### src/phy_regs_pkg.sv
// Register map, field positions, reset values and states of the PHY port
// status and event register block. Shared by every design file.
package phy_regs_pkg;

  // ----------------------------------------------------------------
  // Register indices (byte address is four times the index)
  // ----------------------------------------------------------------
  localparam logic [5:0] IDX_BASIC_CTRL = 6'h00;
  localparam logic [5:0] IDX_MODE_CTRL_STAT = 6'h1b;
  localparam logic [5:0] IDX_CABLE_LEN = 6'h1c;
  localparam logic [5:0] IDX_EVENT_FLAGS = 6'h1d;
  localparam logic [5:0] IDX_EVENT_ENABLES = 6'h1e;
  localparam logic [5:0] IDX_CHIP_RESET_CTRL = 6'h3e;
  localparam int IDX_LSB = 2;
  localparam int IDX_MSB = 7;

  // ----------------------------------------------------------------
  // Field positions
  // ----------------------------------------------------------------
  localparam int POS_PHY_SOFT_RESET = 15;
  localparam int POS_CHIP_PHY_RESET = 0;
  localparam int POS_XOVER_SRC = 15;
  localparam int POS_XOVER_AUTO = 14;
  localparam int POS_XOVER_STATE = 13;
  localparam int POS_SQE_OFF = 11;
  localparam int POS_FAR_END_FAULT_EN = 5;
  localparam int POS_RX_POL = 4;
  localparam int CBL_MSB = 15;
  localparam int CBL_LSB = 12;
  localparam int CBL_RSVD_MSB = 11;
  localparam int EVT_MSB = 9;
  localparam int EVT_LSB = 1;
  localparam int EVT_LINK_UP = 9;
  localparam int EVT_WAKE = 8;
  localparam int EVT_ENERGY = 7;
  localparam int EVT_AN_DONE = 6;
  localparam int EVT_REMOTE_FAULT = 5;
  localparam int EVT_LINK_DOWN = 4;
  localparam int EVT_PARTNER_ACK = 3;
  localparam int EVT_PD_FAULT = 2;
  localparam int EVT_PAGE_RX = 1;

  // ----------------------------------------------------------------
  // Reset values
  // ----------------------------------------------------------------
  localparam logic [3:0] RST_CABLE_LEN = 4'h0;
  localparam logic [11:0] RST_CBL_RSVD = 12'h800;
  localparam logic [9:1] RST_EVENT = 9'h000;
  localparam logic RST_BIT = 1'b0;
  localparam logic [31:0] RDATA_ZERO = 32'h0000_0000;

  // ----------------------------------------------------------------
  // Bus encodings
  // ----------------------------------------------------------------
  localparam logic [1:0] HTRANS_NONSEQ = 2'b10;
  localparam logic [1:0] HTRANS_SEQ = 2'b11;
  localparam logic HRESP_OKAY = 1'b0;

  // Crossover mode currently applied to the port
  typedef enum logic [1:0] {
    XOVER_STRAIGHT = 2'b00,
    XOVER_CROSS = 2'b01,
    XOVER_AUTO = 2'b10
  } xover_mode_t;

endpackage

### src/event_flag_bit.sv
// One latched event flag: sets on an enabled event, clears on read.
// Assumes the event and read-clear strobes are one-cycle pulses on hclk.
`timescale 1ns/100ps
module event_flag_bit (
  input wire logic hclk,
  input wire logic hresetn,
  input wire logic reload,
  input wire logic event_pulse,
  input wire logic enable,
  input wire logic read_clear,
  output logic flag
);
  import phy_regs_pkg::*;

  logic flag_ff;

  // ----------------------------------------------------------------
  // Latch
  // ----------------------------------------------------------------
  // An event in the clearing cycle survives: set beats clear
  always_ff @(posedge hclk or negedge hresetn) begin
    if (!hresetn) begin
      flag_ff <= RST_BIT;
    end else if (reload) begin
      flag_ff <= RST_BIT;
    end else if (event_pulse && enable) begin
      flag_ff <= 1'b1;
    end else if (read_clear) begin
      flag_ff <= 1'b0;
    end
  end

  assign flag = flag_ff;

endmodule

### src/ahb_reg_port.sv
// AHB-Lite slave front end: captures address phases, presents register
// read and write strobes. Assumes a single master and single word transfers.
`timescale 1ns/100ps
module ahb_reg_port (
  input wire logic hclk,
  input wire logic hresetn,
  input wire logic hsel,
  input wire logic [31:0] haddr,
  input wire logic [1:0] htrans,
  input wire logic hwrite,
  input wire logic [2:0] hsize,
  input wire logic hready,
  output logic hreadyout,
  output logic hresp,
  output logic rd_take,
  output logic [5:0] rd_idx,
  output logic wr_take,
  output logic [5:0] wr_idx
);
  import phy_regs_pkg::*;

  logic wr_pend_ff;
  logic [5:0] wr_idx_ff;
  logic active;
  logic stall;

  // ----------------------------------------------------------------
  // Address phase decode
  // ----------------------------------------------------------------
  assign active = hsel && hready && (htrans == HTRANS_NONSEQ || htrans == HTRANS_SEQ);
  // Read right behind a write waits one cycle so it sees the new value
  assign stall = wr_pend_ff && hsel && !hwrite &&
                 (htrans == HTRANS_NONSEQ || htrans == HTRANS_SEQ);
  assign hreadyout = !stall;
  assign hresp = HRESP_OKAY;
  assign rd_take = active && !hwrite && !stall;
  assign rd_idx = haddr[IDX_MSB:IDX_LSB];
  assign wr_take = wr_pend_ff;
  assign wr_idx = wr_idx_ff;

  // Size is always a word here; narrower sizes are treated as a word
  always_ff @(posedge hclk or negedge hresetn) begin
    if (!hresetn) begin
      wr_pend_ff <= 1'b0;
      wr_idx_ff <= 6'h00;
    end else begin
      wr_pend_ff <= active && hwrite && (hsize <= 3'h2);
      if (active && hwrite) begin
        wr_idx_ff <= haddr[IDX_MSB:IDX_LSB];
      end
    end
  end

endmodule

### src/phy_port_status_irq_regs.sv
// Per-port PHY management registers: polarity status, crossover mode select,
// cable length report, latched event flags with enables, and reset handling.
// Assumes status inputs and straps are synchronous to hclk.
`timescale 1ns/100ps

module phy_port_status_irq_regs (
  input wire logic hclk,
  input wire logic hresetn,
  input wire logic hsel,
  input wire logic [31:0] haddr,
  input wire logic [1:0] htrans,
  input wire logic hwrite,
  input wire logic [2:0] hsize,
  input wire logic hready,
  input wire logic [31:0] hwdata,
  output logic [31:0] hrdata,
  output logic hreadyout,
  output logic hresp,
  input wire logic rx_polarity_reversed,
  input wire logic auto_mdix_strap,
  input wire logic manual_mdix_strap,
  input wire logic fiber_mode,
  input wire logic speed_100,
  input wire logic cable_fault,
  input wire logic [3:0] cable_length_in,
  input wire logic link_status,
  input wire logic wake_event,
  input wire logic energy_detected,
  input wire logic autoneg_complete,
  input wire logic remote_fault,
  input wire logic partner_ack,
  input wire logic parallel_detect_fault,
  input wire logic page_received,
  output phy_regs_pkg::xover_mode_t xover_mode,
  output logic far_end_fault_enable,
  output logic sqe_test_off,
  output logic phy_soft_reset_pulse,
  output logic phy_irq
);
  import phy_regs_pkg::*;

  // ----------------------------------------------------------------
  // Declarations
  // ----------------------------------------------------------------
  logic rd_take;
  logic [5:0] rd_idx;
  logic wr_take;
  logic [5:0] wr_idx;
  logic [15:0] wdata;
  logic soft_reset_req;
  logic chip_reset_req;
  logic soft_reload;
  logic chip_reload_ff;
  logic soft_reload_ff;
  logic init_pend_ff;
  logic crossover_ctrl_source_ff;
  logic crossover_auto_enable_ff;
  logic crossover_manual_state_ff;
  logic sqe_off_ff;
  logic far_end_fault_enable_ff;
  logic rx_pol_ff;
  logic [3:0] cable_length_field_ff;
  logic [11:0] cbl_rsvd_ff;
  logic [9:1] phy_event_enables_ff;
  logic [9:1] phy_event_flags;
  logic [9:1] evt_pulse;
  logic link_prev_ff;
  logic energy_prev_ff;
  logic an_prev_ff;
  logic rf_prev_ff;
  logic flags_clear;
  logic [15:0] mode_word;
  logic [15:0] cable_word;
  logic [15:0] flag_word;
  logic [15:0] enable_word;
  logic [31:0] nxt_rdata;
  logic [31:0] hrdata_ff;
  xover_mode_t nxt_xover;
  xover_mode_t xover_ff;
  logic irq_ff;

  // ----------------------------------------------------------------
  // Bus front end
  // ----------------------------------------------------------------
  ahb_reg_port u_port (
    .hclk(hclk),
    .hresetn(hresetn),
    .hsel(hsel),
    .haddr(haddr),
    .htrans(htrans),
    .hwrite(hwrite),
    .hsize(hsize),
    .hready(hready),
    .hreadyout(hreadyout),
    .hresp(hresp),
    .rd_take(rd_take),
    .rd_idx(rd_idx),
    .wr_take(wr_take),
    .wr_idx(wr_idx)
  );

  assign wdata = hwdata[15:0];

  // ----------------------------------------------------------------
  // Reset requests
  // ----------------------------------------------------------------
  // Both request bits self-clear, so they always read back as zero
  assign soft_reset_req = wr_take && (wr_idx == IDX_BASIC_CTRL) && wdata[POS_PHY_SOFT_RESET];
  assign chip_reset_req = wr_take && (wr_idx == IDX_CHIP_RESET_CTRL) &&
                          wdata[POS_CHIP_PHY_RESET];
  // Chip reset reloads everything a soft reset does, plus the immune bits, but raises no phy_soft_reset_pulse
  assign soft_reload = soft_reload_ff || chip_reload_ff;

  always_ff @(posedge hclk or negedge hresetn) begin
    if (!hresetn) begin
      soft_reload_ff <= 1'b0;
      chip_reload_ff <= 1'b0;
    end else begin
      soft_reload_ff <= soft_reset_req;
      chip_reload_ff <= chip_reset_req;
    end
  end

  assign phy_soft_reset_pulse = soft_reload_ff;

  // Fiber mode is a level, so it is caught after reset release, not in it
  always_ff @(posedge hclk or negedge hresetn) begin
    if (!hresetn) begin
      init_pend_ff <= 1'b1;
    end else begin
      init_pend_ff <= 1'b0;
    end
  end

  // ----------------------------------------------------------------
  // Soft-reset-immune crossover and test controls
  // ----------------------------------------------------------------
  always_ff @(posedge hclk or negedge hresetn) begin
    if (!hresetn) begin
      crossover_ctrl_source_ff <= RST_BIT;
      crossover_auto_enable_ff <= RST_BIT;
      crossover_manual_state_ff <= RST_BIT;
      sqe_off_ff <= RST_BIT;
    end else if (chip_reload_ff) begin
      crossover_ctrl_source_ff <= RST_BIT;
      crossover_auto_enable_ff <= RST_BIT;
      crossover_manual_state_ff <= RST_BIT;
      sqe_off_ff <= RST_BIT;
    end else if (wr_take && (wr_idx == IDX_MODE_CTRL_STAT)) begin
      crossover_ctrl_source_ff <= wdata[POS_XOVER_SRC];
      crossover_auto_enable_ff <= wdata[POS_XOVER_AUTO];
      crossover_manual_state_ff <= wdata[POS_XOVER_STATE];
      sqe_off_ff <= wdata[POS_SQE_OFF];
    end
  end

  // ----------------------------------------------------------------
  // Far-end-fault enable
  // ----------------------------------------------------------------
  always_ff @(posedge hclk or negedge hresetn) begin
    if (!hresetn) begin
      far_end_fault_enable_ff <= RST_BIT;
    end else if (init_pend_ff || soft_reload) begin
      far_end_fault_enable_ff <= fiber_mode;
    end else if (wr_take && (wr_idx == IDX_MODE_CTRL_STAT)) begin
      far_end_fault_enable_ff <= wdata[POS_FAR_END_FAULT_EN];
    end
  end

  // ----------------------------------------------------------------
  // Crossover mode select
  // ----------------------------------------------------------------
  always_comb begin
    nxt_xover = XOVER_STRAIGHT;
    if (crossover_ctrl_source_ff) begin
      case ({crossover_auto_enable_ff, crossover_manual_state_ff})
        2'b00: nxt_xover = XOVER_STRAIGHT;
        2'b01: nxt_xover = XOVER_CROSS;
        2'b10: nxt_xover = XOVER_AUTO;
        // Forbidden pair: fall back to automatic as the safest link choice
        default: nxt_xover = XOVER_AUTO;
      endcase
    end else if (auto_mdix_strap) begin
      nxt_xover = XOVER_AUTO;
    end else if (manual_mdix_strap) begin
      nxt_xover = XOVER_CROSS;
    end else begin
      nxt_xover = XOVER_STRAIGHT;
    end
  end

  always_ff @(posedge hclk or negedge hresetn) begin
    if (!hresetn) begin
      xover_ff <= XOVER_STRAIGHT;
    end else begin
      xover_ff <= nxt_xover;
    end
  end

  // ----------------------------------------------------------------
  // Polarity and cable length status
  // ----------------------------------------------------------------
  always_ff @(posedge hclk or negedge hresetn) begin
    if (!hresetn) begin
      rx_pol_ff <= RST_BIT;
    end else begin
      rx_pol_ff <= rx_polarity_reversed;
    end
  end

  // Zero whenever the estimate has no meaning for the current link
  always_ff @(posedge hclk or negedge hresetn) begin
    if (!hresetn) begin
      cable_length_field_ff <= RST_CABLE_LEN;
    end else if (soft_reload) begin
      cable_length_field_ff <= RST_CABLE_LEN;
    end else if (link_status && speed_100 && !cable_fault) begin
      cable_length_field_ff <= cable_length_in;
    end else begin
      cable_length_field_ff <= RST_CABLE_LEN;
    end
  end

  // Low bits only hold their reset value or what software wrote; nothing inside reads them
  always_ff @(posedge hclk or negedge hresetn) begin
    if (!hresetn) begin
      cbl_rsvd_ff <= RST_CBL_RSVD;
    end else if (soft_reload) begin
      cbl_rsvd_ff <= RST_CBL_RSVD;
    end else if (wr_take && (wr_idx == IDX_CABLE_LEN)) begin
      cbl_rsvd_ff <= wdata[CBL_RSVD_MSB:0];
    end
  end

  // ----------------------------------------------------------------
  // Event detection
  // ----------------------------------------------------------------
  always_ff @(posedge hclk or negedge hresetn) begin
    if (!hresetn) begin
      link_prev_ff <= 1'b0;
      energy_prev_ff <= 1'b0;
      an_prev_ff <= 1'b0;
      rf_prev_ff <= 1'b0;
    end else begin
      link_prev_ff <= link_status;
      energy_prev_ff <= energy_detected;
      an_prev_ff <= autoneg_complete;
      rf_prev_ff <= remote_fault;
    end
  end

  always_comb begin
    evt_pulse = RST_EVENT;
    evt_pulse[EVT_LINK_UP] = link_status && !link_prev_ff;
    evt_pulse[EVT_WAKE] = wake_event;
    evt_pulse[EVT_ENERGY] = energy_detected && !energy_prev_ff;
    evt_pulse[EVT_AN_DONE] = autoneg_complete && !an_prev_ff;
    evt_pulse[EVT_REMOTE_FAULT] = remote_fault && !rf_prev_ff;
    evt_pulse[EVT_LINK_DOWN] = !link_status && link_prev_ff;
    evt_pulse[EVT_PARTNER_ACK] = partner_ack;
    evt_pulse[EVT_PD_FAULT] = parallel_detect_fault;
    evt_pulse[EVT_PAGE_RX] = page_received;
  end

  // ----------------------------------------------------------------
  // Event enables and flags
  // ----------------------------------------------------------------
  always_ff @(posedge hclk or negedge hresetn) begin
    if (!hresetn) begin
      phy_event_enables_ff <= RST_EVENT;
    end else if (soft_reload) begin
      phy_event_enables_ff <= RST_EVENT;
    end else if (wr_take && (wr_idx == IDX_EVENT_ENABLES)) begin
      phy_event_enables_ff <= wdata[EVT_MSB:EVT_LSB];
    end
  end

  // Value is copied to the read register on this same edge, then cleared
  assign flags_clear = rd_take && (rd_idx == IDX_EVENT_FLAGS);

  genvar gi;
  generate
    for (gi = EVT_LSB; gi <= EVT_MSB; gi++) begin : g_flag
      event_flag_bit u_flag (
        .hclk(hclk),
        .hresetn(hresetn),
        .reload(soft_reload),
        .event_pulse(evt_pulse[gi]),
        .enable(phy_event_enables_ff[gi]),
        .read_clear(flags_clear),
        .flag(phy_event_flags[gi])
      );
    end
  endgenerate

  always_ff @(posedge hclk or negedge hresetn) begin
    if (!hresetn) begin
      irq_ff <= 1'b0;
    end else begin
      irq_ff <= |(phy_event_flags & phy_event_enables_ff);
    end
  end

  // ----------------------------------------------------------------
  // Read data
  // ----------------------------------------------------------------
  always_comb begin
    mode_word = 16'h0000;
    mode_word[POS_XOVER_SRC] = crossover_ctrl_source_ff;
    mode_word[POS_XOVER_AUTO] = crossover_auto_enable_ff;
    mode_word[POS_XOVER_STATE] = crossover_manual_state_ff;
    mode_word[POS_SQE_OFF] = sqe_off_ff;
    mode_word[POS_FAR_END_FAULT_EN] = far_end_fault_enable_ff;
    mode_word[POS_RX_POL] = rx_pol_ff;
  end

  assign cable_word = {cable_length_field_ff, cbl_rsvd_ff};
  assign flag_word = {6'h00, phy_event_flags, 1'b0};
  assign enable_word = {6'h00, phy_event_enables_ff, 1'b0};

  always_comb begin
    case (rd_idx)
      IDX_MODE_CTRL_STAT: nxt_rdata = {16'h0000, mode_word};
      IDX_CABLE_LEN: nxt_rdata = {16'h0000, cable_word};
      IDX_EVENT_FLAGS: nxt_rdata = {16'h0000, flag_word};
      IDX_EVENT_ENABLES: nxt_rdata = {16'h0000, enable_word};
      default: nxt_rdata = RDATA_ZERO;
    endcase
  end

  always_ff @(posedge hclk or negedge hresetn) begin
    if (!hresetn) begin
      hrdata_ff <= RDATA_ZERO;
    end else if (rd_take) begin
      hrdata_ff <= nxt_rdata;
    end
  end

  // ----------------------------------------------------------------
  // Outputs
  // ----------------------------------------------------------------
  assign hrdata = hrdata_ff;
  assign xover_mode = xover_ff;
  assign far_end_fault_enable = far_end_fault_enable_ff;
  assign sqe_test_off = sqe_off_ff;
  assign phy_irq = irq_ff;

endmodule

### config.mk
export PLATFORM = sky130hd
export DESIGN_NAME = phy_port_status_irq_regs
export DESIGN_NICKNAME = d
export VERILOG_FILES = /design/src/phy_regs_pkg.sv /design/src/event_flag_bit.sv /design/src/ahb_reg_port.sv /design/src/phy_port_status_irq_regs.sv
export SDC_FILE = /design/constraint.sdc
export NUM_CORES = 1
export LEC_CHECK = 0
export BUFFER_PORTS_ARGS = -buffer_cell sky130_fd_sc_hd__buf_2
export CAP_MARGIN = 20
export CORE_UTILIZATION = 40
export CTS_CLUSTER_DIAMETER = 100
export DETAILED_ROUTE_END_ITERATION = 8
export PLACE_DENSITY = 0.71
export RECOVER_POWER = 50
export SETUP_SLACK_MARGIN = 0.4
export SLEW_MARGIN = 0
export SYNTH_ARGS = -nofsm -noshare
export SYNTH_HDL_FRONTEND = slang
export SYNTH_SLANG_ARGS = --single-unit
### constraint.sdc
create_clock -name hclk -period 1.33 [get_ports hclk]
set_input_delay 0.266 -clock hclk [delete_from_list [all_inputs] [get_ports hclk]]
set_output_delay 0.266 -clock hclk [all_outputs]
set_load 0.01 [all_outputs]
==> results by stage <==
Finish:
- The net count of the finished layout is 504.
- The final antenna diode count is 0.
- In the final layout, the share of cells above drive strength 1 is 0.420.
- The sequential cell area in the final layout is 1830 sq um.
- Once layout is complete, the utilization of the core stands at 0.584.
- The layout-stage area growth over the synthesis result is 39.1%.
- The number of cells in the finished layout apart from fillers is ~520.
- The area of the multi-input gates is 1460 sq um.
- The total of fill cells in the finished design is 660.

Job:
- The tool flagged a number of max-cap violations equal to 0.

STA:
- The post-route clock period utilization is 1.20.
- The smallest setup slack after layout is -0.264 ns.
- In this run the tightest slew margin relative to its limit is 0.520.
- Setup repair after global routing could not meet its margin everywhere.
- At the pin with the least slew margin, the transition time is ~0.7 ns.
- The number of endpoints with negative hold slack in the final report is 0.
- The post-route minimum period is 1.59 ns.
- The count of endpoints failing setup in the final report is 53.
- The clock arrives with 0.0106 ns of skew.
- The total count of max-transition violations in the final report is 0.
- For this run, the top clock speed supported by timing is 627 MHz.
- Final hold analysis gives a worst-case slack of 0.0234 ns.

Worst setup path:
- The endpoint type of the worst setup path is a flop.
- Walking the worst path, the cells encountered are nor3b_2 -> nand3_2 -> o41a_1 -> a32o_1.
- The number of buffers and inverters on the critical path is 0.
- The largest stage delay on the critical path is 0.46 ns.
- On the critical path, the stage with the largest delay is an instance of sky130_fd_sc_hd__o41a_1.
- The cell family contributing the most delay on the critical path is compound AO/OA/AOI/OAI gates.
- The nature of the critical path startpoint is a flop.
- The critical path required time is 1.57 ns.
- Data on the critical path arrives at its endpoint at around 1.8 ns.
- The critical path class is reg2reg.
- In this run the worst path has a maximum fanout of 5.

Power and ir drop:
- VDD sags by at most 491 uV.
- Power spread over the standard cell area amounts to 1100 nW/um^2.
- Summed over all cells, the static leakage comes to 0.00230 uW.

Floorplanning:
- For this configuration, the core starts out at a cell density of 0.420.
- Measured along the y axis, the die boundary spans a little over 90 um.
- The core area is 7850 sq um.
- The count of pins on the block boundary is around 130.
- The floorplan step defined a die boundary enclosing between 8000 and 9000 sq um.
- The floorplan has 32 rows.
- The die width is 92.8 um.

Logic synthesis:
- sky130_fd_sc_hd__dfrtp_1 is the most common cell in the netlist.
- The gate count of the mapped netlist is roughly 270.
- For this run, the number of Yosys warnings is 0.
- The synthesized design contains 0 enable-type register cells.
- The synthesized design contains 73 register bits.
- The number of different library cells in the post-synthesis netlist is 45.
- Of the post-synthesis cell area, the dominant cell type holds 0.539.
- The cell accounting for the most synthesized area is sky130_fd_sc_hd__dfrtp_1.
- In the synthesized netlist the async set-or-reset flop fraction comes to 1.00.
- The sequential element share of the synthesized area is 0.555.
- The average footprint of a synthesized cell is ~12 sq um.
- The most used flip-flop cell after synthesis is sky130_fd_sc_hd__dfrtp_1.
- The cell area after synthesis is 3300 sq um.
- The commonest cells after synthesis are sky130_fd_sc_hd__dfrtp_1 (71), sky130_fd_sc_hd__mux2i_1 (33), sky130_fd_sc_hd__nor2_1 (28).
- By area the synthesized netlist is led by sky130_fd_sc_hd__dfrtp_1 (54%), sky130_fd_sc_hd__mux2i_1 (10%), sky130_fd_sc_hd__a22o_1 (5.6%).

Worst hold path:
- In this run the worst hold path is classified as in2reg.

Routing:
- The total via count in the routed design is 2725.
- The final antenna-violating net count is 0.
- The met1 wire length is 3.66 mm.
- After detailed routing, the number of remaining DRC violations is 0.
- The total length of routed met3 wires is 501 um.
- Dividing the detail-routed via count by the number of cells gives 5.25.
- For this block, the routed nets add up to 9.02 mm of wire.
- The iteration-0 DRC count of the detailed router is 150.
- Signal routing reaches up to met4.
- Before antenna repair, the detailed router went through 4 iterations.
- The met2 routed wirelength is approximately 4.6 mm.
- Dividing the detail-routed wire length by the instance count gives 17.4 um.

CTS:
- Buffers inserted during clock tree synthesis total 9.
- The CTS tree is done.
- The deepest clock path buffer count is 2.
- CTS saw 73 sinks.
- The cell at the root of the clock tree is sky130_fd_sc_hd__clkbuf_8.
- For the worst-skew pair, the clock arrives at the later sink with an insertion delay of 0.36 ns.
- The level count of the clock H-tree is 3.
- The clock input transition at the sequential cells of the worst setup and hold paths is 0.07 ns.

Placement:
- The congestion estimate from routability-driven global placement came to 0.826.
- The cell count after placement is 466.
- The sum of net half-perimeters after detailed placement is 5.37 mm.
- Input and output buffers added on the ports amount to 70.

Outcome:
- The flow ran to the end, but the final reports show violations.
- The checks that failed: setup timing.

Global route:
- In the global route stage, overall resource usage came out at 0.217.
- The first global-routing pass estimated 13.7 mm of wire.
- The via count of the first global-routing pass is 2675.
- The total overflow reported by the global router is 0.
- The largest net degree at the start of global routing is 74.
- The number of antenna violations at the first check in global routing is 0.
metrics by stage:
stage / TNS [ns] / area [sq um] / worst slack, ns / power [uW]
2_1_floorplan: -2.53 / 3400 / -0.117 / 2710
3_3_place_gp: -8.78 / 3950 / -0.283 / 2970
3_5_place_dp: -9.62 / 3950 / -0.306 / 2990
4_1_cts: -6.75 / 4460 / -0.191 / 5000
6_report: -9.06 / 4580 / -0.264 / 5050
5_1_grt: -11.62 / 4580 / -0.280 / 5240
kinds of logic after synthesis:
| family | synth area share |
|---|---|
| DFF | 0.555 |
| muxes | 0.121 |
| buffers and inverters | 0.0558 |
| other | 0.00114 |
| AOI/OAI and AO/OA | 0.118 |
| and+or+nand+nor | 0.147 |
| xor gates and xnor gates | 0.00266 |
what timing repair did:
item	in CTS	in global routing
setup buffers	20	12
hold buffers	1	0
endpoints found under the hold margin	71	0
cloned	3	1
setup endpoints to repair	83	83
pin swaps	14	8
gates resized for setup	25	7
worst paths after layout:
check / startpoint / endpoint / slack, ns / cells past startpoint
max: u_port.wr_take$_DFF_PN0_ / g_flag[2].u_flag.flag$_DFFE_PN0P_ / -0.26 / 4
min: rx_polarity_reversed / rx_pol_ff$_DFF_PN0_ / 0.02 / 1
max reg2reg: u_port.wr_take$_DFF_PN0_ / g_flag[2].u_flag.flag$_DFFE_PN0P_ / -0.26 / 4
min reg2reg: link_prev_ff$_DFF_PN0_ / g_flag[9].u_flag.flag$_DFFE_PN0P_ / 0.46 / 1
max in group asynchronous: hresetn / u_port.wr_idx[0]$_DFFE_PN0P_ / 0.29 / 3
min in group asynchronous: hresetn / u_port.wr_idx[3]$_DFFE_PN0P_ / 0.54 / 3
worst reg2reg max path: stages (launching register included):
cell,delay (ns)
sky130_fd_sc_hd__dfrtp_1,0.39
sky130_fd_sc_hd__nor3b_2,0.18
sky130_fd_sc_hd__nand3_2,0.19
sky130_fd_sc_hd__o41a_1,0.47
sky130_fd_sc_hd__a32o_1,0.25
power breakdown:
| group | internal, uW | leakage, uW | switching, uW |
|---|---|---|---|
| logic | 344 | 0.00121 | 303 |
| clock network | 1100 | 0.000113 | 829 |
| registers | 2340 | 0.000976 | 126 |
| total | 3790 | 0.00230 | 1260 |
routing by layer:
metal	vias to the layer above	GRT usage
met5	-	0
met4	0	0.115
met3	26	0.0591
met2	99	0.349
met1	1355	0.264
li1	1245	-
area by class of cell:
| type | count | share of cell area |
|---|---|---|
| tap | 102 | 0.0278 |
| clock buffer | 11 | 0.0308 |
| multi-input combinational | 192 | 0.319 |
| sequential | 73 | 0.400 |
| inverter | 1 | 0.000819 |
| clock inverter | 5 | 0.0172 |
| timing repair buffer | 135 | 0.205 |
registers in the layout, summed over array words and instances, names as in the netlist, 2 cells and up:
signal,cells
u_port.wr_idx,6
xover_mode,2
hrdata,16
phy_event_enables_ff,9
g_flag.u_flag.flag,9
cbl_rsvd_ff,12
cable_length_field_ff,4
cells in the final DEF (no fill, tap or decap), types with 3 or more instances in the layout:
cell type | Yosys | routed
sky130_fd_sc_hd__a21o_1 | 4 | 4
sky130_fd_sc_hd__mux2i_1 | 33 | 32
sky130_fd_sc_hd__buf_2 | 3 | 65
sky130_fd_sc_hd__o21ai_0 | 9 | 9
sky130_fd_sc_hd__buf_4 | 18 | 47
sky130_fd_sc_hd__clkbuf_1 | 5 | 6
sky130_fd_sc_hd__nor3_4 | 1 | 3
sky130_fd_sc_hd__and2_1 | 4 | 4
sky130_fd_sc_hd__buf_6 | 1 | 13
sky130_fd_sc_hd__nand2_1 | 17 | 17
sky130_fd_sc_hd__mux2_2 | 6 | 4
sky130_fd_sc_hd__nor3_1 | 6 | 5
sky130_fd_sc_hd__nor2_1 | 28 | 28
sky130_fd_sc_hd__buf_12 | 0 | 3
sky130_fd_sc_hd__a22o_1 | 21 | 21
sky130_fd_sc_hd__clkbuf_8 | 0 | 10
sky130_fd_sc_hd__dfrtp_1 | 71 | 68
sky130_fd_sc_hd__conb_1 | 1 | 18
sky130_fd_sc_hd__nand3b_1 | 5 | 5
sky130_fd_sc_hd__a21oi_1 | 3 | 3
sky130_fd_sc_hd__a32o_1 | 4 | 4
sky130_fd_sc_hd__dfrtp_2 | 0 | 3
Note: power is estimated with default switching activity, not from simulation.
